## src/pag_defines.vh

```
`ifndef PAG_DEFINES_VH
`define PAG_DEFINES_VH

// register offsets on the register access port
`define PAG_ADDR_W           10
`define PAG_OFS_RAMP         10'h3a7
`define PAG_OFS_BRIDGE       10'h3a8
`define PAG_OFS_EXT_BIAS     10'h3a9
`define PAG_OFS_EXT_LEVEL    10'h3aa
`define PAG_OFS_ADC_RBK      10'h3ae
`define PAG_OFS_LNA_FREEZE   10'h3b2
`define PAG_OFS_SAT_MARGIN   10'h3b4
`define PAG_OFS_UPPER_TRIG   10'h3b6
`define PAG_OFS_TARGET       10'h3b7
`define PAG_OFS_LOWER_TRIG   10'h3b8
`define PAG_OFS_RSSI_TRIM    10'h3b9
`define PAG_OFS_POSTFILTER   10'h3ba

// reset values, reserved bits included
`define PAG_RST_RAMP         8'h07
`define PAG_RST_BRIDGE       8'h0d
`define PAG_RST_EXT_BIAS     8'h00
`define PAG_RST_EXT_LEVEL    8'hf1
`define PAG_RST_LNA_FREEZE   8'h30
`define PAG_RST_SAT_MARGIN   8'h90
`define PAG_RST_UPPER_TRIG   8'h2e
`define PAG_RST_TARGET       8'h23
`define PAG_RST_LOWER_TRIG   8'h18
`define PAG_RST_RSSI_TRIM    8'h13
`define PAG_RST_POSTFILTER   8'h2d

// index of each read/write register in the bank
`define PAG_NUM_RW           11
`define PAG_IDX_RAMP         0
`define PAG_IDX_BRIDGE       1
`define PAG_IDX_EXT_BIAS     2
`define PAG_IDX_EXT_LEVEL    3
`define PAG_IDX_LNA_FREEZE   4
`define PAG_IDX_SAT_MARGIN   5
`define PAG_IDX_UPPER_TRIG   6
`define PAG_IDX_TARGET       7
`define PAG_IDX_LOWER_TRIG   8
`define PAG_IDX_RSSI_TRIM    9
`define PAG_IDX_POSTFILTER   10

// field positions
`define PAG_F_SLOPE          2:0
`define PAG_F_BRIDGE_TRIM    4:0
`define PAG_F_EXT_BIAS       4:0
`define PAG_F_OUT_LEVEL      7:4
`define PAG_F_BIAS_SRC       3
`define PAG_F_PIN_CFG        2:0
`define PAG_F_LNA_HYST       6:5
`define PAG_F_LNA_THRES      4:1
`define PAG_F_FREEZE         0
`define PAG_F_SAT_MARGIN     5:3
`define PAG_F_TRIGGER        6:0
`define PAG_F_RSSI_OFFS      4:2
`define PAG_F_RSSI_AVG       1:0
`define PAG_F_PF_WINDOW      5:3
`define PAG_F_PF_SW_WINDOW   2:0
`define PAG_F_ADC_CODE       5:0

// ramp timing: base step in ps, clock period in ps (40 MHz)
`define PAG_STEP_BASE_PS     2400
`define PAG_CLK_PERIOD_PS    25000
`define PAG_LEVEL_OFF        4'h0

// bias pin drive modes
`define PAG_PIN_FLOAT        2'h0
`define PAG_PIN_SOURCE       2'h1
`define PAG_PIN_SINK         2'h2
`define PAG_PIN_SERVO        2'h3

// bias dac current in nA and servo target in uA
`define PAG_BIAS_FULL_NA     17'h13880
`define PAG_BIAS_STEP_NA     12'ha14
`define PAG_SERVO_FULL_UA    15'h55f0
`define PAG_SERVO_STEP_UA    9'h15d

`endif

```

## src/pag_ramp_timer.v

```verilog
`timescale 1ns/1ps
`include "pag_defines.vh"

module pag_ramp_timer (
  input  wire       i_ref_clk,
  input  wire       i_rstn,
  input  wire [2:0] i_slope_code,
  input  wire [3:0] i_target,
  input  wire       i_tx_on,
  output reg  [3:0] o_level
);

  reg  [3:0] tick_r;
  wire [3:0] goal;
  wire [3:0] period;

  // cycles per step: 2^code * base, rounded up, never below one
  function [3:0] step_cycles;
    input [2:0] code;
    integer     ps;
    integer     cyc;
    begin
      ps          = `PAG_STEP_BASE_PS << code;
      cyc         = (ps + `PAG_CLK_PERIOD_PS - 1) / `PAG_CLK_PERIOD_PS;
      step_cycles = cyc[3:0];
      if (step_cycles == 4'h0) begin
        step_cycles = 4'h1;
      end
    end
  endfunction

  assign period = step_cycles(i_slope_code);
  assign goal   = i_tx_on ? i_target : `PAG_LEVEL_OFF;

  // one level step per period, up or down toward the goal
  always @(posedge i_ref_clk or negedge i_rstn) begin
    if (!i_rstn) begin
      tick_r  <= 4'h0;
      o_level <= `PAG_LEVEL_OFF;
    end else if (o_level == goal) begin
      tick_r <= 4'h0;
    end else if (tick_r + 4'h1 >= period) begin
      tick_r  <= 4'h0;
      o_level <= (o_level < goal) ? o_level + 4'h1 : o_level - 4'h1;
    end else begin
      tick_r <= tick_r + 4'h1;
    end
  end

endmodule // pag_ramp_timer

```

## src/pag_pin_ctrl.v

```verilog
`timescale 1ns/1ps
`include "pag_defines.vh"

module pag_pin_ctrl (
  input  wire        i_ref_clk,
  input  wire        i_rstn,
  input  wire [2:0]  i_pin_cfg,
  input  wire [4:0]  i_bias_code,
  output reg         o_supply_on,
  output reg  [1:0]  o_bias_mode,
  output reg         o_servo_negative,
  output reg  [16:0] o_bias_na,
  output reg  [14:0] o_servo_ua
);

  reg  [1:0]  mode_nxt;
  reg         supply_nxt;
  wire [16:0] dac_step;
  wire [14:0] servo_step;
  wire [16:0] dac_na;
  wire [14:0] servo_ua;

  // products widened to the result width; the largest code never underflows
  assign dac_step   = {12'h0, i_bias_code} * `PAG_BIAS_STEP_NA;
  assign servo_step = {10'h0, i_bias_code} * `PAG_SERVO_STEP_UA;
  assign dac_na     = `PAG_BIAS_FULL_NA - dac_step;
  assign servo_ua   = `PAG_SERVO_FULL_UA - servo_step;

  // pin configuration decode; the reserved code parks the bias pin floating
  always @* begin
    supply_nxt = 1'b1;
    mode_nxt   = `PAG_PIN_FLOAT;
    case (i_pin_cfg)
      3'h1:    mode_nxt = `PAG_PIN_SOURCE;
      3'h2:    mode_nxt = `PAG_PIN_SINK;
      3'h3: begin
        supply_nxt = 1'b0;
        mode_nxt   = `PAG_PIN_SOURCE;
      end
      3'h4: begin
        supply_nxt = 1'b0;
        mode_nxt   = `PAG_PIN_SINK;
      end
      3'h5:    mode_nxt = `PAG_PIN_SERVO;
      3'h6:    mode_nxt = `PAG_PIN_SERVO;
      default: mode_nxt = `PAG_PIN_FLOAT;
    endcase
  end

  // registered pin drive; unused current figures read zero
  always @(posedge i_ref_clk or negedge i_rstn) begin
    if (!i_rstn) begin
      o_supply_on      <= 1'b1;
      o_bias_mode      <= `PAG_PIN_FLOAT;
      o_servo_negative <= 1'b0;
      o_bias_na        <= 17'h0;
      o_servo_ua       <= 15'h0;
    end else begin
      o_supply_on      <= supply_nxt;
      o_bias_mode      <= mode_nxt;
      o_servo_negative <= (i_pin_cfg == 3'h6);
      o_bias_na        <= (i_pin_cfg >= 3'h1 && i_pin_cfg <= 3'h4) ? dac_na : 17'h0;
      o_servo_ua       <= (mode_nxt == `PAG_PIN_SERVO) ? servo_ua : 15'h0;
    end
  end

endmodule // pag_pin_ctrl

```

## src/pag_config_regs.v

```verilog
`timescale 1ns/1ps
`include "pag_defines.vh"

module pag_config_regs (
  input  wire        i_ref_clk,
  input  wire        i_rstn,
  input  wire [9:0]  i_reg_addr,
  input  wire        i_reg_wr,
  input  wire [7:0]  i_reg_wdata,
  input  wire        i_reg_rd,
  output reg  [7:0]  o_reg_rdata,
  output reg         o_reg_rvalid,
  input  wire        i_tx_on,
  input  wire [5:0]  i_adc_code,
  input  wire [7:0]  i_rssi_raw,
  output reg  [7:0]  o_rssi_readback,
  output wire [3:0]  o_amp_level_now,
  output wire [4:0]  o_amp_bridge_bias_trim,
  output wire        o_bias_ref_bandgap,
  output wire        o_amp_supply_pin_on,
  output wire [1:0]  o_amp_bias_pin_mode,
  output wire        o_amp_bias_servo_neg,
  output wire [16:0] o_amp_bias_pin_na,
  output wire [14:0] o_amp_supply_servo_ua,
  output wire [1:0]  o_gain_lna_hyst,
  output wire [3:0]  o_gain_lna_thres,
  output wire        o_gain_frozen,
  output wire [2:0]  o_gain_sat_margin,
  output wire [6:0]  o_gain_upper_trigger,
  output wire [6:0]  o_gain_target,
  output wire [6:0]  o_gain_lower_trigger,
  output wire [2:0]  o_rssi_offset,
  output wire [1:0]  o_rssi_avg_time,
  output wire [2:0]  o_gain_postfilter_window,
  output wire [2:0]  o_gain_postfilter_switch_window
);

  localparam NRW = `PAG_NUM_RW;

  // offsets and reset values of the read/write bank, entry 0 in the low bits
  localparam [10*NRW-1:0] RW_ADDRS = {
    `PAG_OFS_POSTFILTER, `PAG_OFS_RSSI_TRIM, `PAG_OFS_LOWER_TRIG,
    `PAG_OFS_TARGET,     `PAG_OFS_UPPER_TRIG, `PAG_OFS_SAT_MARGIN,
    `PAG_OFS_LNA_FREEZE, `PAG_OFS_EXT_LEVEL,  `PAG_OFS_EXT_BIAS,
    `PAG_OFS_BRIDGE,     `PAG_OFS_RAMP};
  localparam [8*NRW-1:0] RW_RESETS = {
    `PAG_RST_POSTFILTER, `PAG_RST_RSSI_TRIM, `PAG_RST_LOWER_TRIG,
    `PAG_RST_TARGET,     `PAG_RST_UPPER_TRIG, `PAG_RST_SAT_MARGIN,
    `PAG_RST_LNA_FREEZE, `PAG_RST_EXT_LEVEL,  `PAG_RST_EXT_BIAS,
    `PAG_RST_BRIDGE,     `PAG_RST_RAMP};

  wire [8*NRW-1:0] bank;
  wire [NRW-1:0]   hit;
  reg  [5:0]       adc_r;
  reg  [7:0]       rdata_nxt;
  wire [8:0]       rssi_sum;

  wire [7:0] ramp_reg;
  wire [7:0] bridge_reg;
  wire [7:0] ext_bias_reg;
  wire [7:0] ext_level_reg;
  wire [7:0] lna_reg;
  wire [7:0] sat_reg;
  wire [7:0] upper_reg;
  wire [7:0] target_reg;
  wire [7:0] lower_reg;
  wire [7:0] rssi_reg;
  wire [7:0] pf_reg;

  // one byte register per entry; all bits stored, reserved ones included,
  // so a read returns exactly what software last wrote
  genvar gi;
  generate
    for (gi = 0; gi < NRW; gi = gi + 1) begin : gen_rw
      reg [7:0] cfg_r;
      assign hit[gi] = (i_reg_addr == RW_ADDRS[10*gi +: 10]);
      always @(posedge i_ref_clk or negedge i_rstn) begin
        if (!i_rstn) begin
          cfg_r <= RW_RESETS[8*gi +: 8];
        end else if (i_reg_wr && hit[gi]) begin
          cfg_r <= i_reg_wdata;
        end
      end
      assign bank[8*gi +: 8] = cfg_r;
    end
  endgenerate

  // named views of the bank
  assign ramp_reg      = bank[8*`PAG_IDX_RAMP       +: 8];
  assign bridge_reg    = bank[8*`PAG_IDX_BRIDGE     +: 8];
  assign ext_bias_reg  = bank[8*`PAG_IDX_EXT_BIAS   +: 8];
  assign ext_level_reg = bank[8*`PAG_IDX_EXT_LEVEL  +: 8];
  assign lna_reg       = bank[8*`PAG_IDX_LNA_FREEZE +: 8];
  assign sat_reg       = bank[8*`PAG_IDX_SAT_MARGIN +: 8];
  assign upper_reg     = bank[8*`PAG_IDX_UPPER_TRIG +: 8];
  assign target_reg    = bank[8*`PAG_IDX_TARGET     +: 8];
  assign lower_reg     = bank[8*`PAG_IDX_LOWER_TRIG +: 8];
  assign rssi_reg      = bank[8*`PAG_IDX_RSSI_TRIM  +: 8];
  assign pf_reg        = bank[8*`PAG_IDX_POSTFILTER +: 8];

  // amplifier fields, straight from the register flops
  assign o_amp_bridge_bias_trim = bridge_reg[`PAG_F_BRIDGE_TRIM];
  assign o_bias_ref_bandgap     = ext_level_reg[`PAG_F_BIAS_SRC];

  // gain loop fields, straight from the register flops
  assign o_gain_lna_hyst       = lna_reg[`PAG_F_LNA_HYST];
  assign o_gain_lna_thres      = lna_reg[`PAG_F_LNA_THRES];
  assign o_gain_frozen         = lna_reg[`PAG_F_FREEZE];
  assign o_gain_sat_margin     = sat_reg[`PAG_F_SAT_MARGIN];
  assign o_gain_upper_trigger  = upper_reg[`PAG_F_TRIGGER];
  assign o_gain_target         = target_reg[`PAG_F_TRIGGER];
  assign o_gain_lower_trigger  = lower_reg[`PAG_F_TRIGGER];
  assign o_rssi_offset         = rssi_reg[`PAG_F_RSSI_OFFS];
  assign o_rssi_avg_time       = rssi_reg[`PAG_F_RSSI_AVG];
  assign o_gain_postfilter_window        = pf_reg[`PAG_F_PF_WINDOW];
  assign o_gain_postfilter_switch_window = pf_reg[`PAG_F_PF_SW_WINDOW];

  // power ramp toward the selected output level while transmitting
  pag_ramp_timer u_ramp (
    .i_ref_clk    (i_ref_clk),
    .i_rstn       (i_rstn),
    .i_slope_code (ramp_reg[`PAG_F_SLOPE]),
    .i_target     (ext_level_reg[`PAG_F_OUT_LEVEL]),
    .i_tx_on      (i_tx_on),
    .o_level      (o_amp_level_now)
  );

  // external amplifier supply and bias pin control
  pag_pin_ctrl u_pins (
    .i_ref_clk        (i_ref_clk),
    .i_rstn           (i_rstn),
    .i_pin_cfg        (ext_level_reg[`PAG_F_PIN_CFG]),
    .i_bias_code      (ext_bias_reg[`PAG_F_EXT_BIAS]),
    .o_supply_on      (o_amp_supply_pin_on),
    .o_bias_mode      (o_amp_bias_pin_mode),
    .o_servo_negative (o_amp_bias_servo_neg),
    .o_bias_na        (o_amp_bias_pin_na),
    .o_servo_ua       (o_amp_supply_servo_ua)
  );

  // converter code sampled every cycle; software only reads it
  always @(posedge i_ref_clk or negedge i_rstn) begin
    if (!i_rstn) begin
      adc_r <= 6'h0;
    end else begin
      adc_r <= i_adc_code;
    end
  end

  // offset added to signal strength; saturate rather than wrap so a
  // strong signal never reads back as a weak one
  assign rssi_sum = {1'b0, i_rssi_raw} + {6'h0, rssi_reg[`PAG_F_RSSI_OFFS]};

  always @(posedge i_ref_clk or negedge i_rstn) begin
    if (!i_rstn) begin
      o_rssi_readback <= 8'h0;
    end else begin
      o_rssi_readback <= rssi_sum[8] ? 8'hff : rssi_sum[7:0];
    end
  end

  // read mux; unmapped offsets read zero, writes to them are dropped
  integer k;
  always @* begin
    rdata_nxt = 8'h0;
    for (k = 0; k < NRW; k = k + 1) begin
      if (hit[k]) begin
        rdata_nxt = bank[8*k +: 8];
      end
    end
    if (i_reg_addr == `PAG_OFS_ADC_RBK) begin
      rdata_nxt = {2'h0, adc_r};
    end
  end

  // read data registered, valid one cycle after the strobe
  always @(posedge i_ref_clk or negedge i_rstn) begin
    if (!i_rstn) begin
      o_reg_rdata  <= 8'h0;
      o_reg_rvalid <= 1'b0;
    end else begin
      o_reg_rvalid <= i_reg_rd;
      if (i_reg_rd) begin
        o_reg_rdata <= rdata_nxt;
      end
    end
  end

endmodule // pag_config_regs

```

## config.mk

```make
export PLATFORM = sky130hd
export DESIGN_NAME = pag_config_regs
export DESIGN_NICKNAME = d
export VERILOG_FILES = /design/src/pag_ramp_timer.v /design/src/pag_pin_ctrl.v /design/src/pag_config_regs.v
export VERILOG_INCLUDE_DIRS = /design/src
export SDC_FILE = /design/constraint.sdc
export NUM_CORES = 1
export LEC_CHECK = 0
export ABC_AREA = 1
export BUFFER_PORTS_ARGS = -buffer_cell sky130_fd_sc_hd__buf_2
export CAP_MARGIN = 20
export CORE_ASPECT_RATIO = 0.8
export CORE_MARGIN = 4
export CORE_UTILIZATION = 47
export DETAILED_ROUTE_END_ITERATION = 10
export PLACE_DENSITY = 0.71
export SYNTH_ARGS = -nofsm -noshare
export SYNTH_HDL_FRONTEND = slang
export SYNTH_SLANG_ARGS = --single-unit
```

## constraint.sdc

```tcl
create_clock -name i_ref_clk -period 8.1 [get_ports i_ref_clk]
set_input_delay 1.215 -clock i_ref_clk [delete_from_list [all_inputs] [get_ports i_ref_clk]]
set_output_delay 1.215 -clock i_ref_clk [all_outputs]
set_load 0.03 [all_outputs]
```

==> results_dict.tcl <==
set metrics [dict create \
    synth-seq-cells 153 \
    die_area_mm2 0.02587 \
    start_kind "flop" \
    drv_slew 0 \
    cts_tree "yes" \
    postLayoutCellArea_mm2 0.01219 \
    utilization 0.5360 \
    synth_area_mm2 0.01097 \
    placed_area_mm2 0.01157 \
    rows 49 \
    grt_max_degree 82 \
    yosysTopAreaCell "dfrtp_1" \
    ys.flop_type "dfrtp_1" \
    grt_pass1_vias 9264 \
    syn2layout_area_growth_pct 11.12 \
    worstHoldPathType "flop to flop" \
    grt_usage 0.2219 \
    filler_cell_count 2186 \
    largest_reg_flops 64 \
    p_per_area_mw_per_mm2 165.9 \
    setup_viol 0 \
    post_drt_via_cell_ratio 5.215 \
    max_clock_freq_mhz 136.1 \
    critical_path_class "flop to flop" \
    clk_path_buf_depth 2 \
    grt_pass1_wl_mm 46.67 \
    io_pins 142 \
    yosys-top-cells-area "dfrtp_1 (28%), nand2_1 (11%), ha_1 (7.9%)" \
    place_hpwl_mm 21.75 \
    dr.pass1.iters 5 \
    synth.top_cell.area_share 0.2760 \
    via_count 9819 \
    wirelength_mm 28.13 \
    htreeDepth 4 \
    worst_ir_drop_vdd_mv 0.1354 \
    critPathMaxStageDelay_ns 0.64 \
    drtIter0Drc 866 \
    fin_nets 1681 \
    finalSetupTns_ns 0 \
    start_util 0.4824 \
    gr-total-overflow 0 \
    antenna_cells 0 \
    ff2ff_setup_slack_ns 0.75 \
    worstPathMaxFanout 22 \
    min_period_over_period 0.9070 \
    yosysSeqAreaShare 0.3526 \
    skew_ns 0.01157 \
    drtAntennaViolNets 0 \
    top_usage_layer "met1" \
    synth_cell_types 53 \
    antenna_found_initial 2 \
    grtUsageMet1 0.3316 \
    wl_per_cell_um 14.94 \
    syn-mean-instance-area_um2 7.444 \
    worst_pin_slew_ns 1.127 \
    multiInputGateArea_mm2 0.005767 \
    core_mm2 0.02275 \
    grtUsageMet3 0.05792 \
    largestRegisters "gen_rw.cfg_r (64), u_pins.o_bias_na (15), u_pins.o_servo_ua (15)" \
    clock-sinks 153 \
    drive_gt1_frac 0.1820 \
    met2_usage 0.3282 \
    place.gp.congestion 0.9274 \
    root_buffer "clkbuf_16" \
    critPathArrivalTime_ns 7.66 \
    numCtsBuffers 17 \
    ctsHoldBuffers 0 \
    insertion_delay_ns 0.43 \
    regArea_mm2 0.003869 \
    async_flop_share 1.000 \
    power_leakage_nw 6.264 \
    synth_cells 1474 \
    io_buffers 139 \
    cpMostUsedCell "nand2_1" \
    crit_path_end_kind "flop" \
    yosys-top-cells-count "nand2_1 (322), inv_1 (213), nor2_1 (139)" \
    drc_errors 0 \
    die_h_um 144.7 \
    holdWs_ns 0.4900 \
    required_ns 8.42 \
    synth_edf_count 0 \
    regMostFlops "gen_rw.cfg_r" \
    drv_cap 0 \
    yosysMostFrequentCell "nand2_1" \
    outcome "finished clean" \
    period_needed_ns 7.347 \
    post_cts_buffers 0 \
    max_slew_margin 0.2416 \
    fp.dieW_um 178.8 \
    cp_slowest_cell "dfstp_2" \
    hold_viol 0 \
    ys_warn_count 0 \
    path_clk_slew_ns 0.07 \
]
==> final timing paths <==
kind | startpoint | to | cells past startpoint
setup / recovery | gen_rw[0].cfg_r[0] | u_ramp.o_level[1] | 48
hold / removal | gen_rw[9].cfg_r[6] | gen_rw[9].cfg_r[6] | 2
max in group asynchronous | i_rstn | u_ramp.tick_r[3] | 2
setup reg to reg | gen_rw[0].cfg_r[0] | u_ramp.o_level[1] | 48
hold reg to reg | gen_rw[9].cfg_r[6] | gen_rw[9].cfg_r[6] | 2
min in group asynchronous | i_rstn | u_pins.o_bias_mode[0] | 1
==> final cells by class <==
class | instances | share of cell area
Multi-Input combinational cell | 1027 | 0.4730
Sequential cell | 153 | 0.3173
Inverter | 224 | 0.06917
Timing Repair Buffer | 141 | 0.05881
Clock buffer | 18 | 0.03520
Tap cell | 306 | 0.03140
Clock inverter | 14 | 0.01509
==> kinds of logic after synthesis <==
family,after synthesis,share of synthesized area
xor+xnor,29,0.02383
other cells,1,0.0003418
flops,153,0.3526
fa+ha+maj,80,0.09876
mux,6,0.005588
compound gates,245,0.1261
simple gates,665,0.2699
buf+inv,295,0.1228
==> placed cells by master (no fill, tap or decap), drive strengths merged, types with 6 or more instances in the layout <==
cell type and n:
nor2 154, o21ai 140, inv 229, buf 141, dfstp 32, or2 6
nand4 10, xor2 22, fa 11, nand3 110, dfrtp 121, a31oi 7
a21oi 68, xnor2 7, ha 69, clkbuf 18, nor3 23, nand2 349
nor4 7
==> power breakdown <==
| part | switching, mW | internal [mW] |
|---|---|---|
| Clock | 0.368 | 0.469 |
| Combinational | 0.235 | 0.128 |
| Sequential | 0.0261 | 0.797 |
==> stage by stage <==
stage	power, mW	instances	setup WS [ns]
floorplan	1.096	1475	1.785
detailed placement	1.198	1851	0.6075
global route	2.121	1883	-0.01465
global placement	1.188	1851	0.9449
CTS	2.033	1883	0.5867
finish	2.023	1883	0.7531
==> metal layers <==
| metal | vias to the layer above | share of wire | wire, um |
|---|---|---|---|
| met4 | 4 | 0.0082 | 232 |
| met2 | 340 | 0.42 | 11930 |
| met1 | 4553 | 0.49 | 13700 |
| met3 | 31 | 0.080 | 2242 |
| met5 | - | 0.0010 | 29 |
| li1 | 4891 | - | - |
==> worst max-delay path: cells and delay by family, from the launching register on <==
family / cells / cell delay, ns
muxes: 1 / 0.35
DFF: 1 / 0.64
and+or+nand+nor: 36 / 4.62
buffers and inverters: 4 / 0.39
adders and majority gates: 4 / 0.82
AOI/OAI and AO/OA: 3 / 0.42
==> what timing repair did <==
| item | 4_1_cts | 5_1_grt |
|---|---|---|
| endpoints found under the setup margin | 0 | 8 |
| resized for setup | 0 | 2 |
| endpoints found under the hold margin | 0 | 0 |
(Power assumes the default switching activity.)
